<file path="src/tacs_pkg.sv">
// Constants, types and register map of the touch ADC conversion sequencer.
// Assumes a 10 MHz conversion clock and a 5-bit register address space.
package tacs_pkg;
   localparam int DATA_W = 12;
   localparam int ADDR_W = 5;
   localparam int NUM_CH = 11;
   localparam int NUM_LIMITS = 4;

   // Register addresses
   localparam logic [4:0] CR1_ADDR        = 5'h01;
   localparam logic [4:0] CR2_ADDR        = 5'h02;
   localparam logic [4:0] ALERT_ADDR      = 5'h03;
   localparam logic [4:0] LIMIT_FIRST     = 5'h04;
   localparam logic [4:0] LIMIT_LAST      = 5'h0B;
   localparam logic [4:0] SEQ_SLAVE_ADDR  = 5'h0C;
   localparam logic [4:0] SEQ_MASTER_ADDR = 5'h0D;
   localparam int         RESULT_SEL_BIT  = 4;

   localparam logic [11:0] REG_RESET = 12'h000;

   // Control register one and two fields
   localparam int CR1_DIFF_BIT = 11;
   localparam int CR1_IN_HI    = 10;
   localparam int CR1_IN_LO    = 7;
   localparam int CR1_RD_HI    = 6;
   localparam int CR1_RD_LO    = 2;
   localparam int CR1_MODE_HI  = 1;
   localparam int CR1_MODE_LO  = 0;
   localparam int CR2_REP_HI   = 1;
   localparam int CR2_REP_LO   = 0;

   // Alert status/enable layout
   localparam int ALERT_ST_LO = 0;
   localparam int ALERT_EN_LO = 4;

   localparam logic [1:0] MODE_NONE   = 2'h0;
   localparam logic [1:0] MODE_SINGLE = 2'h1;
   localparam logic [1:0] MODE_SLAVE  = 2'h2;
   localparam logic [1:0] MODE_MASTER = 2'h3;

   localparam logic [1:0] REP_ONCE  = 2'h0;
   localparam logic [1:0] REP_SHORT = 2'h1;
   localparam logic [1:0] REP_MID   = 2'h2;
   localparam logic [1:0] REP_LONG  = 2'h3;
   localparam int REP_SHORT_CLK = 1024;
   localparam int REP_MID_CLK   = 2048;

   localparam logic [3:0] CH_AUX_IN_ONE  = 4'h3;
   localparam logic [3:0] CH_AUX_IN_TWO  = 4'h4;
   localparam logic [3:0] CH_AUX_IN_THREE  = 4'h5;
   localparam logic [3:0] CH_BATTERY_IN_ONE  = 4'h6;
   localparam logic [3:0] CH_BATTERY_IN_TWO  = 4'h7;
   localparam logic [3:0] CH_DIODE_TEMP_ONE = 4'h8;
   localparam logic [3:0] CH_DIODE_TEMP_TWO = 4'h9;

   // Compared inputs, limit pair index 0..3
   localparam logic [15:0] CMP_CH_LIST = {CH_DIODE_TEMP_ONE, CH_BATTERY_IN_TWO, CH_BATTERY_IN_ONE, CH_AUX_IN_ONE};

   typedef struct packed {
      logic       diff;
      logic [3:0] channel;
   } tacs_conv_type;

   typedef enum logic [2:0] {
      ST_IDLE, ST_WAIT_TOUCH, ST_WAIT_RELEASE, ST_ISSUE, ST_CONVERT, ST_REPEAT
   } tacs_state_type;
endpackage

</file>
<file path="src/tacs_sequencer.sv">
// Conversion sequencer: control registers, mode decode, single/slave/master
// sequencing, repeat timer, result steering and limit alerts.
// Assumes an outside ADC core answering convStart with a convDone pulse.
//
// Contract
// - control one: diff, input, readback, mode fields
// - both control registers clear at reset
// - mode 00 none, 01 single, 10 slave, 11 master
// - single mode converts the selected input once
// - no repeat: mode clears to 00, idle
// - repeat set: mode kept, rerun on timer
// - slave sequence converts enabled inputs, stores results
// - master mode waits for touch, then sequences
// - next master run on new touch or timer
// - compare aux_in_one, batteries, diode_temp_one against limits
// - out of limit sets status, drives alarm
// - limit registers at addresses 04 through 0B
// - battery inputs 6 and 7, results 16h/17h
// - aux inputs 3 to 5, results 13h-15h
// - battery divider on only while sampling battery
// - temperature compare uses raw diode result
// - repeat interval once, 1024, 2048, 16384 clocks
// - master timer only while touched, release stops
// - temp inputs 8 and 9, results 18h/19h
`timescale 1ns/1ps
module tacs_sequencer
   import tacs_pkg::*;
#(
   parameter int REP_LONG_CLK = 16384
) (
   input  wire logic                           mclk,         // Conversion clock
   input  wire logic                           srst,         // Sync reset, high
   input  wire logic                           ce,           // Clock enable
   input  wire logic                           regWrite,     // Register write strobe
   input  wire logic [tacs_pkg::ADDR_W-1:0]    regAddr,      // Register write address
   input  wire logic [tacs_pkg::DATA_W-1:0]    regWdata,     // Register write data
   input  wire logic                           penDown,      // Screen touched level
   input  wire logic                           convDone,     // ADC result valid pulse
   input  wire logic [tacs_pkg::DATA_W-1:0]    convResult,   // ADC result
   output logic                                convStart,    // Start conversion pulse
   output tacs_pkg::tacs_conv_type             convReq,      // Channel and diff select
   output logic [1:0]                          batDivEnable, // Battery dividers on
   output logic                                alertOut,     // Alarm pin
   output logic [tacs_pkg::DATA_W-1:0]         readData      // Readback register
);
   import tacs_pkg::*;

   // Timer wide enough for the longest interval, also when the long one is shortened
   localparam int TW = $clog2((REP_LONG_CLK > REP_MID_CLK) ? REP_LONG_CLK : REP_MID_CLK);

   logic [DATA_W-1:0] cr1;
   logic [DATA_W-1:0] cr2;
   logic [DATA_W-1:0] seqSlave;
   logic [DATA_W-1:0] seqMaster;
   logic [DATA_W-1:0] limHi [NUM_LIMITS];
   logic [DATA_W-1:0] limLo [NUM_LIMITS];
   logic [3:0]        alertStatus;
   logic [3:0]        alertEnable;
   logic [NUM_LIMITS-1:0] alertSet;
   tacs_state_type    state;
   logic [NUM_CH-1:0] pending;
   logic [3:0]        curChan;
   logic [TW-1:0]     timer;
   logic [DATA_W-1:0] memRdata;
   logic [DATA_W-1:0] next_readData;

   logic [1:0] mode;
   logic [1:0] repSel;
   logic [4:0] rdAddr;
   logic       hostCr1;
   logic       seqEnd;
   logic       clearMode;
   logic       resultWrite;
   logic [TW-1:0] repeatLoad;

   function automatic logic [3:0] lowestSet(input logic [NUM_CH-1:0] mask);
      logic [3:0] idx;
      idx = 4'h0;
      for (int k = NUM_CH - 1; k >= 0; k--) begin
         if (mask[k]) begin
            idx = 4'(k);
         end
      end
      return idx;
   endfunction

   function automatic logic [NUM_CH-1:0] singleMask(input logic [3:0] chan);
      logic [NUM_CH-1:0] m;
      m = '0;
      if (int'(chan) < NUM_CH) begin
         m[chan] = 1'b1;
      end
      return m;
   endfunction

   function automatic logic [NUM_CH-1:0] reloadMask(input logic [1:0] md,
                                                    input logic [DATA_W-1:0] c1,
                                                    input logic [DATA_W-1:0] sSl,
                                                    input logic [DATA_W-1:0] sMa);
      logic [NUM_CH-1:0] m;
      m = '0;
      case (md)
         MODE_SINGLE: m = singleMask(c1[CR1_IN_HI:CR1_IN_LO]);
         MODE_SLAVE:  m = sSl[NUM_CH-1:0];
         MODE_MASTER: m = sMa[NUM_CH-1:0];
         default:     m = '0;
      endcase
      return m;
   endfunction

   assign mode    = cr1[CR1_MODE_HI:CR1_MODE_LO];
   assign repSel  = cr2[CR2_REP_HI:CR2_REP_LO];
   assign rdAddr  = cr1[CR1_RD_HI:CR1_RD_LO];
   assign hostCr1 = regWrite && (regAddr == CR1_ADDR);
   assign seqEnd  = (state == ST_ISSUE) && (pending == '0);
   assign clearMode = seqEnd && (mode != MODE_MASTER) && (repSel == REP_ONCE);
   assign resultWrite = (state == ST_CONVERT) && convDone && !hostCr1;

   always_comb begin
      case (repSel)
         REP_SHORT: repeatLoad = TW'(REP_SHORT_CLK - 1);
         REP_MID:   repeatLoad = TW'(REP_MID_CLK - 1);
         REP_LONG:  repeatLoad = TW'(REP_LONG_CLK - 1);
         default:   repeatLoad = '0;
      endcase
   end

   // Control register one; a host write wins over the hardware mode clear
   always_ff @(posedge mclk) begin
      if (srst) begin
         cr1 <= REG_RESET;
      end else if (ce) begin
         if (hostCr1) begin
            cr1 <= regWdata;
         end else if (clearMode) begin
            cr1[CR1_MODE_HI:CR1_MODE_LO] <= MODE_NONE;
         end
      end
   end

   always_ff @(posedge mclk) begin
      if (srst) begin
         cr2       <= REG_RESET;
         seqSlave  <= REG_RESET;
         seqMaster <= REG_RESET;
      end else if (ce && regWrite) begin
         if (regAddr == CR2_ADDR) begin
            cr2 <= regWdata;
         end
         if (regAddr == SEQ_SLAVE_ADDR) begin
            seqSlave <= regWdata;
         end
         if (regAddr == SEQ_MASTER_ADDR) begin
            seqMaster <= regWdata;
         end
      end
   end

   // Limit pairs: high at even, low at odd address from the first limit
   for (genvar i = 0; i < NUM_LIMITS; i++) begin : g_limit
      localparam logic [4:0] HI_ADDR = 5'(LIMIT_FIRST + 2 * i);
      localparam logic [4:0] LO_ADDR = 5'(LIMIT_FIRST + 2 * i + 1);

      always_ff @(posedge mclk) begin
         if (srst) begin
            limHi[i] <= REG_RESET;
            limLo[i] <= REG_RESET;
         end else if (ce && regWrite) begin
            if (regAddr == HI_ADDR) begin
               limHi[i] <= regWdata;
            end
            if (regAddr == LO_ADDR) begin
               limLo[i] <= regWdata;
            end
         end
      end

      // Raw result compare, no unit conversion
      assign alertSet[i] = resultWrite && (curChan == CMP_CH_LIST[4*i +: 4]) &&
                           ((convResult > limHi[i]) ||
                            (convResult < limLo[i]));
   end

   // Sticky status, write one to clear, new event wins over the clear
   always_ff @(posedge mclk) begin
      if (srst) begin
         alertStatus <= 4'h0;
         alertEnable <= 4'h0;
      end else if (ce) begin
         if (regWrite && (regAddr == ALERT_ADDR)) begin
            alertEnable <= regWdata[ALERT_EN_LO +: 4];
            alertStatus <= (alertStatus & ~regWdata[ALERT_ST_LO +: 4]) | alertSet;
         end else begin
            alertStatus <= alertStatus | alertSet;
         end
      end
   end

   always_ff @(posedge mclk) begin
      if (srst) begin
         alertOut <= 1'b0;
      end else if (ce) begin
         alertOut <= |(alertStatus & alertEnable);
      end
   end

   // Sequencer; a control one write restarts it in the new mode
   always_ff @(posedge mclk) begin
      if (srst) begin
         state   <= ST_IDLE;
         pending <= '0;
         curChan <= 4'h0;
         timer   <= '0;
      end else if (ce) begin
         if (hostCr1) begin
            case (regWdata[CR1_MODE_HI:CR1_MODE_LO])
               MODE_SINGLE, MODE_SLAVE: begin
                  pending <= reloadMask(regWdata[CR1_MODE_HI:CR1_MODE_LO], regWdata,
                                        seqSlave, seqMaster);
                  state   <= ST_ISSUE;
               end
               MODE_MASTER: begin
                  pending <= '0;
                  state   <= ST_WAIT_TOUCH;
               end
               default: begin
                  pending <= '0;
                  state   <= ST_IDLE;
               end
            endcase
         end else begin
            case (state)
               ST_IDLE: begin
                  pending <= '0;
               end
               ST_WAIT_TOUCH: begin
                  if (penDown) begin
                     pending <= seqMaster[NUM_CH-1:0];
                     state   <= ST_ISSUE;
                  end
               end
               ST_WAIT_RELEASE: begin
                  if (!penDown) begin
                     state <= ST_WAIT_TOUCH;
                  end
               end
               ST_ISSUE: begin
                  if (pending != '0) begin
                     curChan <= lowestSet(pending);
                     state   <= ST_CONVERT;
                  end else if (mode == MODE_MASTER) begin
                     if (penDown && (repSel != REP_ONCE)) begin
                        timer <= repeatLoad;
                        state <= ST_REPEAT;
                     end else if (penDown) begin
                        state <= ST_WAIT_RELEASE;
                     end else begin
                        state <= ST_WAIT_TOUCH;
                     end
                  end else if (repSel == REP_ONCE) begin
                     state <= ST_IDLE;
                  end else begin
                     timer <= repeatLoad;
                     state <= ST_REPEAT;
                  end
               end
               ST_CONVERT: begin
                  if (convDone) begin
                     pending[curChan] <= 1'b0;
                     state            <= ST_ISSUE;
                  end
               end
               ST_REPEAT: begin
                  if ((mode == MODE_MASTER) && !penDown) begin
                     state <= ST_WAIT_TOUCH;
                  end else if (timer == '0) begin
                     pending <= reloadMask(mode, cr1, seqSlave, seqMaster);
                     state   <= ST_ISSUE;
                  end else begin
                     timer <= timer - 1'b1;
                  end
               end
               default: begin
                  state <= ST_IDLE;
               end
            endcase
         end
      end
   end

   // Conversion request and battery divider control
   always_ff @(posedge mclk) begin
      if (srst) begin
         convStart    <= 1'b0;
         convReq      <= '0;
         batDivEnable <= 2'h0;
      end else if (ce) begin
         convStart <= seqEnd ? 1'b0 : ((state == ST_ISSUE) && !hostCr1);
         if ((state == ST_ISSUE) && !seqEnd && !hostCr1) begin
            convReq.channel <= lowestSet(pending);
            convReq.diff    <= cr1[CR1_DIFF_BIT];
            batDivEnable[0] <= (lowestSet(pending) == CH_BATTERY_IN_ONE);
            batDivEnable[1] <= (lowestSet(pending) == CH_BATTERY_IN_TWO);
         end else if (convDone || hostCr1 || (state != ST_CONVERT)) begin
            batDivEnable <= 2'h0;
         end
      end
   end

   // Result at readback address 10000b plus input code
   tacs_result_mem #(
      .WIDTH  (DATA_W),
      .DEPTH  (16),
      .AWIDTH (4)
   ) u_results (
      .mclk   (mclk),
      .ce     (ce),
      .wrEn   (resultWrite),
      .wrAddr (curChan),
      .wrData (convResult),
      .rdAddr (rdAddr[3:0]),
      .rdData (memRdata)
   );

   always_comb begin
      next_readData = '0;
      if (rdAddr[RESULT_SEL_BIT]) begin
         next_readData = memRdata;
      end else if (rdAddr == CR1_ADDR) begin
         next_readData = cr1;
      end else if (rdAddr == CR2_ADDR) begin
         next_readData = cr2;
      end else if (rdAddr == ALERT_ADDR) begin
         next_readData = DATA_W'({alertEnable, alertStatus});
      end else if (rdAddr == SEQ_SLAVE_ADDR) begin
         next_readData = seqSlave;
      end else if (rdAddr == SEQ_MASTER_ADDR) begin
         next_readData = seqMaster;
      end else if ((rdAddr >= LIMIT_FIRST) && (rdAddr <= LIMIT_LAST)) begin
         for (int j = 0; j < NUM_LIMITS; j++) begin
            if (rdAddr == 5'(LIMIT_FIRST + 2 * j)) begin
               next_readData = limHi[j];
            end
            if (rdAddr == 5'(LIMIT_FIRST + 2 * j + 1)) begin
               next_readData = limLo[j];
            end
         end
      end
   end

   always_ff @(posedge mclk) begin
      if (srst) begin
         readData <= '0;
      end else if (ce) begin
         readData <= next_readData;
      end
   end

   a_ctrl_reset: assert property (@(posedge mclk) srst |=> (cr1 == REG_RESET) && (cr2 == REG_RESET))
      else $error("control registers not cleared by reset");

   a_start_pulse: assert property (@(posedge mclk) disable iff (srst)
      convStart |=> !convStart)
      else $error("conversion start longer than one cycle");

   a_mode_revert: assert property (@(posedge mclk) disable iff (srst)
      (ce && seqEnd && !hostCr1 && (mode != MODE_MASTER) && (repSel == REP_ONCE))
      |=> (cr1[CR1_MODE_HI:CR1_MODE_LO] == MODE_NONE) && (state == ST_IDLE))
      else $error("mode did not revert to none after one run");

   a_mode_keep: assert property (@(posedge mclk) disable iff (srst)
      (ce && seqEnd && !hostCr1 && (repSel != REP_ONCE) && (mode != MODE_MASTER))
      |=> $stable(cr1) && (state == ST_REPEAT) && (timer == repeatLoad))
      else $error("repeat run did not keep mode and load timer");

   a_touch_wait: assert property (@(posedge mclk) disable iff (srst)
      (ce && (state == ST_WAIT_TOUCH) && !penDown && !hostCr1) |=> ##1 !convStart)
      else $error("master mode converted without a touch");

   a_release_stop: assert property (@(posedge mclk) disable iff (srst)
      (ce && (state == ST_REPEAT) && (mode == MODE_MASTER) && !penDown && !hostCr1)
      |=> (state == ST_WAIT_TOUCH))
      else $error("release did not stop the repeat timer");

   a_bat_divider: assert property (@(posedge mclk) disable iff (srst)
      (batDivEnable != 2'h0) |-> (state == ST_CONVERT) &&
      (convReq.channel == (batDivEnable[0] ? CH_BATTERY_IN_ONE : CH_BATTERY_IN_TWO)))
      else $error("battery divider on outside a battery sample");

   a_alert_sticky: assert property (@(posedge mclk) disable iff (srst)
      (ce && (alertSet != 4'h0)) |=> ((alertStatus & $past(alertSet)) == $past(alertSet)))
      else $error("out of limit result did not set status");

   a_alarm_pin: assert property (@(posedge mclk) disable iff (srst)
      ce |=> (alertOut == $past(|(alertStatus & alertEnable))))
      else $error("alarm pin does not follow enabled status");
endmodule // tacs_sequencer

</file>
<file path="src/tacs_result_mem.sv">
// Result register file: one word per input channel, registered read.
// Assumes one write port driven by the sequencer, read address from readback.
`timescale 1ns/1ps
module tacs_result_mem #(
   parameter int WIDTH  = 12,
   parameter int DEPTH  = 16,
   parameter int AWIDTH = 4
) (
   input  wire logic              mclk,   // Conversion clock
   input  wire logic              ce,     // Clock enable
   input  wire logic              wrEn,   // Write strobe
   input  wire logic [AWIDTH-1:0] wrAddr, // Write index
   input  wire logic [WIDTH-1:0]  wrData, // Write data
   input  wire logic [AWIDTH-1:0] rdAddr, // Read index
   output logic      [WIDTH-1:0]  rdData  // Registered read data
);
   logic [WIDTH-1:0] store [DEPTH];

   always_ff @(posedge mclk) begin
      if (ce && wrEn) begin
         store[wrAddr] <= wrData;
      end
   end

   always_ff @(posedge mclk) begin
      if (ce) begin
         rdData <= store[rdAddr];
      end
   end
endmodule // tacs_result_mem

</file>
<file path="config.mk">
export PLATFORM = sky130hd
export DESIGN_NAME = tacs_sequencer
export DESIGN_NICKNAME = d
export VERILOG_FILES = /design/src/tacs_pkg.sv /design/src/tacs_sequencer.sv /design/src/tacs_result_mem.sv
export SDC_FILE = /design/constraint.sdc
export NUM_CORES = 1
export LEC_CHECK = 0
export BUFFER_PORTS_ARGS = -buffer_cell sky130_fd_sc_hd__clkbuf_2
export CORE_MARGIN = 8
export CORE_UTILIZATION = 55
export CTS_CLUSTER_SIZE = 28
export DETAILED_ROUTE_END_ITERATION = 12
export PLACE_DENSITY = 0.84
export SYNTH_ARGS = -nofsm -noshare
export SYNTH_HDL_FRONTEND = slang
export SYNTH_HIERARCHICAL = 1
export SYNTH_SLANG_ARGS = --single-unit
</file>
<file path="constraint.sdc">
create_clock -name mclk -period 8.5 [get_ports mclk]
set_input_delay 0.85 -clock mclk [delete_from_list [all_inputs] [get_ports mclk]]
set_output_delay 0.85 -clock mclk [all_outputs]
set_load 0.02 [all_outputs]
</file>
# After elaboration in Yosys (flattened, before gate mapping)
# Memories as Yosys holds them, arrays and structs flattened. A register that Yosys moved wholly into a read port is not among the register bits.
# Cells that the tools add are included.
word_totals:
  register_bits: 109
  ram_bits: 288
  inputBits: 35
  out_inout_bits: 21
  memories: 3
memory_table:
  columns: ["name", "depth", "width", "rd", "rd_clocked_by_memory_dff", "wr", "line", "rtl"]
  rows:
  - ["u_results.store", 16, 12, 1, 1, 1, "tacs_result_mem.sv:17", "logic [WIDTH-1:0] store [DEPTH];"]
  - ["limHi", 4, 12, 4, 0, 4, "tacs_sequencer.sv:55", "logic [DATA_W-1:0] limHi [NUM_LIMITS];"]
  - ["limLo", 4, 12, 4, 0, 4, "tacs_sequencer.sv:56", "logic [DATA_W-1:0] limLo [NUM_LIMITS];"]
classes:
  n_addsub: 1
  n_lt_le_gt_ge: 18
  n_eq_ne: 60
  n_mux: 117
  bitwise_logic: 16
  n_reduce_logical: 59
ops:
  columns: ["cell", "n"]
  rows:
  - ["$mux W12", 23]
  - ["$mux W11", 8]
  - ["$mux W14", 6]
  - ["$pmux W11 S3", 2]
  - ["$eq A5 B4 Y1 const B", 12]
  - ["$mux W4", 15]
  - ["$gt A12 B12 Y1", 4]
  - ["$lt A12 B12 Y1", 4]
  - ["$pmux W11 S4", 1]
  - ["$pmux W14 S3", 1]
  - ["$eq A5 B3 Y1 const B", 8]
  - ["$mux W1", 40]
  - ["$mux W3", 10]
  - ["$pmux W14 S2", 1]
  - ["$logic_and A1 B1 Y1", 26]
  - ["$ne A3 B3 Y1 const B", 8]
  - ["$eq A5 B2 Y1 const B", 4]
  - ["$pmux W3 S6", 1]
  - ["$eq A4 B3 Y1 const B", 4]
  - ["$reduce_and A2 Y1", 8]
  - ["$lt A4 B5 Y1 const B", 3]
  - ["$logic_not A14 Y1", 1]
  - ["$sub A14 B1 Y14 const B", 1]
  - ["$demux W1 S4", 3]
  - ["36 further kinds", 77]

# Longest topological paths before layout
logic_depth:
  word_depth: 16
  mapped_depth: 9
  mapped_depth_nobuf: 8

# Modules after synthesis
# The synthesis kept the hierarchy.
by_module_without_submodules:
  columns: ["module", "instances", "cells_each", "area_each_um2", "seq_area_each_um2"]
  rows:
  - ["tacs_sequencer", 1, 1495, 13016.2, 5064.9]
  - ["tacs_result_mem", 1, 330, 7724.9, 6125.9]

# Worst setup path before layout
# Ideal clock, no wire load.
synth_timing:
  path_type: "input to register"
  startpoint: "in regAddr[4] in the netlist's numbering"
  endpoint: "mem u_results.store[0][0], enable pin"
  setup_ns: 0.396
  arrival_time_ns: 3.108
  required_ns: 8.104
  setup_slack_ns: 4.996
  stages: 8
  n_path_buf: 2
  cell_sequence: "nand3b_1 nor4_2 buf_2 buf_1 nor3b_1 nand2_1 or3_1 nor3_1"
synth_between:
  elab_chain_len: 7
synth_lines:
  columns: ["item", "line", "rtl"]
  rows:
  - ["start, declared", "tacs_sequencer.sv:35", "input wire logic [tacs_pkg::ADDR_W-1:0] regAddr,"]
  - ["$eq A5 B1 Y1", "tacs_sequencer.sv:114", "assign hostCr1 = regWrite && (regAddr == CR1_ADDR);"]
  - ["$logic_and A1 B1 Y1", "tacs_sequencer.sv:114", null]
  - ["$logic_not A1 Y1", "tacs_sequencer.sv:117", "assign resultWrite = (state == ST_CONVERT) && convDone && !hostCr1;"]
  - ["$logic_and A1 B1 Y1", "tacs_sequencer.sv:117", null]
  - ["net resultWrite", "tacs_sequencer.sv:73", "logic resultWrite;"]
  - ["$logic_and A1 B1 Y1", "tacs_result_mem.sv:20", "if (ce && wrEn) begin"]
  - ["$mux W1", "tacs_result_mem.sv:20", null]
  - ["$mux W1 (not written as such)", "tacs_result_mem.sv:21", "store[wrAddr] <= wrData;"]
  - ["end, declared", "tacs_result_mem.sv:17", null]
# The timed path passes the listed nets, and every way through them passes these cells.

# Final worst setup path
layout_timing:
  startpoint: "reg state[2]"
  endpoint: "mem u_results.store[2][11], enable pin"
layout_between:
  elab_chain_len: 6
layout_lines:
  columns: ["item", "line", "rtl"]
  rows:
  - ["start, declared", "tacs_sequencer.sv:60", "tacs_state_type state;"]
  - ["start signal, assigned", "tacs_sequencer.sv:210", "state <= ST_IDLE;"]
  - ["start signal, assigned", "tacs_sequencer.sv:220", "state <= ST_ISSUE;"]
  - ["start signal, assigned", "tacs_sequencer.sv:224", "state <= ST_WAIT_TOUCH;"]
  - ["$eq A3 B3 Y1", "tacs_sequencer.sv:117", null]
  - ["$logic_and A1 B1 Y1 (2 in series)", "tacs_sequencer.sv:117", null]
  - ["net resultWrite", "tacs_sequencer.sv:73", null]
  - ["$logic_and A1 B1 Y1", "tacs_result_mem.sv:20", null]
  - ["$mux W1", "tacs_result_mem.sv:20", null]
  - ["$mux W1 (not written as such)", "tacs_result_mem.sv:21", null]
# The timed path passes the listed nets, and every way through them passes these cells.

==> impl_metrics.tcl <==
set metrics [dict create \
    worst_ep_arrival_time_ns 3.95 \
    synth-async-reset-ratio_pct 0 \
    die_w_um 210 \
    io_pins 56 \
    period_minus_slack_ns 3.78 \
    cts-root-buf "clkbuf_16" \
    skew_ns 0.0149 \
    die_h_um 210 \
    wl_met1_um 24400 \
    drive_gt1_share_pct 11.1 \
    start_util_pct 55.5 \
    n_antenna_cell 0 \
    place_congestion 0.991 \
    crit_path_top_delay_cell "nor2_1" \
    syn_avg_cell_area_um2 11.4 \
    synth.most_common_cell "edfxtp_1" \
    cts_tree "yes" \
    required_ns 8.67 \
    synth_top_area_share_pct 43.4 \
    routed_wirelength_um 63100 \
    avgViaCountPerCell 6.69 \
    yosys_warnings 6 \
    post_drt_wl_per_cell_um 26.4 \
    syn-num-nets 1958 \
    finalInstanceArea_mm2 0.0228 \
    row_count 71 \
    drt-pass1-iter-count 8 \
    holdCritPathClass "flip-flop to flip-flop" \
    cp-start-kind "flip-flop" \
    cts_hold_buf 0 \
    numCtsBuffers 42 \
    ir_drop_mv 0.170 \
    tightest_slew_ns 1.36 \
    rsz0062_at_grt "false" \
    ys_ff_latch 409 \
    dr_wl_met3_um 7060 \
    setup_violations 0 \
    yosysSeqAreaShare_pct 54.0 \
    post-cts-setup-buffers 0 \
    synth_cells 1825 \
    postRouteAntennaNets 0 \
    crit_buf_inv 0 \
    drc 0 \
    clock-sinks 409 \
    max_stage_delay_ns 0.89 \
    drv_slew 0 \
    grt_max_degree 64 \
    syn2layout_area_growth_pct 10.1 \
    max_slew_margin_pct 9.44 \
    cap_violations 0 \
    clk-insertion-delay-late_ns 0.57 \
    cp_max_fo 14 \
    dr_total_vias 16000 \
    power_leakage_nw 8.25 \
    hold_viol_final 0 \
    synth_area_leaders "edfxtp_1, dfxtp_1, ha_1" \
    highest_layer "met4" \
    yosys.cell_types.count 86 \
    layout.nets 1980 \
    core_area_mm2 0.0374 \
    crit_chain "or3b_2 -> nor3b_1 -> nand2_1 -> or3_1 -> nor2_1" \
    dp_hpwl_um 42000 \
    drt_iter0_drc 2392 \
    path_clk_slew_ns 0.06 \
    crit_family "simple AND/OR/NAND/NOR gates" \
    grt_pass1_wl_um 94000 \
    timing.fmax_mhz 265 \
    ys.flop_type "edfxtp_1" \
    power.density_mw_per_mm2 192 \
    grt.total_usage_pct 28.1 \
    multi_input_area_mm2 0.00875 \
    yosys-top-cells-count "edfxtp_1, nand2_1, nor2_1" \
    place_area_mm2 0.0214 \
    wl_met2_um 28400 \
    synth_edf_count 300 \
    path_class "flip-flop to flip-flop" \
    antenna_found_initial 0 \
    post-route-period-util_pct 44.5 \
    overflow 0 \
    fin_tns_setup_ns 0 \
    syn_area_mm2 0.0207 \
    seq_area_mm2 0.0112 \
    worstSetupEndpointType "flip-flop" \
    clock_path_buffers 3 \
    fin_hold_ws_ns 0.453 \
    status "finished clean" \
    dieArea_mm2 0.0442 \
    grt_pass1_vias 15500 \
    cts_resized 0 \
    num-fill-cells 2880 \
    cts_max_level 2 \
    yosys.area.top_type "edfxtp_1" \
    port_buffers 55 \
]
layout make-up:
class / count / area share [%]
Sequential cell: 409 / 49.1
Multi-Input combinational cell: 1217 / 38.3
Clock buffer: 62 / 5.38
Tap cell: 511 / 2.80
Inverter: 107 / 1.76
Timing Repair Buffer: 70 / 1.71
Clock inverter: 16 / 0.948
worst reg2reg max path, delay by kind of cell, from the launching register on:
family           cells  cell delay (ns)
flip-flops           1             0.51
AND/OR/NAND/NOR      5             2.87
placed cells by master, fill, tap and decap left out, types with 16 or more instances in the layout:
cell type and instances:
a21o_1 16, a21oi_1 143, a22oi_1 45, and2_1 85
buf_4 16, clkbuf_16 43, clkbuf_2 54, dfxtp_1 107
edfxtp_1 300, ha_1 98, inv_1 103, mux2i_1 48
mux4_2 39, nand2_1 160, nand2b_1 16, nand3_1 19
nor2_1 148, nor2b_1 27, nor3_1 37, o21ai_0 77
where the power goes:
| part | switching (mW) | internal, mW | leakage, nW |
|---|---|---|---|
| Combinational | 0.182 | 0.0809 | 3.91 |
| Clock | 0.793 | 1.13 | 0.703 |
| Sequential | 0.0299 | 2.17 | 3.64 |
| Total | 1.01 | 3.38 | 8.25 |
per-layer routing:
metal,up-vias,global-route usage (%)
met5,-,0
met3,223,6.00
met4,0,12.4
li1,6893,-
met1,7774,37.4
met2,1108,44.0
flip-flops by register name, summed over array words and instances, names as in the netlist:
register / cells
batDivEnable: 2
alertStatus: 4
cr1: 12
seqSlave: 12
alertEnable: 4
curChan: 4
u_results/rdData: 12
pending: 11
convStart: 1
limHi: 48
seqMaster: 12
limLo: 48
timer: 14
convReq: 5
state: 3
alertOut: 1
u_results/store: 192
cr2: 12
readData: 12
cells by family (layout without fill, tap and decap cells):
kind of cell    count (synthesis)  in the layout  share of synthesized area (%)
compound gates                436            436                           13.6
simple gates                  579            579                           14.0
mux                           104            104                           8.56
buf+inv                       199            255                           3.98
flops                         409            409                           54.0
fa+ha+maj                      98             98                           5.91
stage by stage:
step,cells,power (mW),setup slack [ns],util (%)
floorplan,1825,2.38,5.00,-
global placement,2314,2.48,4.70,57.2
detailed placement,2314,2.50,4.56,57.2
CTS,2392,4.39,4.74,61.0
global route,2392,4.50,4.56,61.0
finish,2392,4.39,4.72,61.0
path summary, 6_finish.rpt:
kind         slack [ns]  depth (start not counted)                      to            start
min reg2reg        0.45                          2         batDivEnable[0]  batDivEnable[0]
max reg2reg        4.72                          5  u_results/store[2][11]         state[2]
max                4.72                          5  u_results/store[2][11]         state[2]
min                0.45                          2         batDivEnable[0]  batDivEnable[0]
Power figures use the tool's default switching activity.
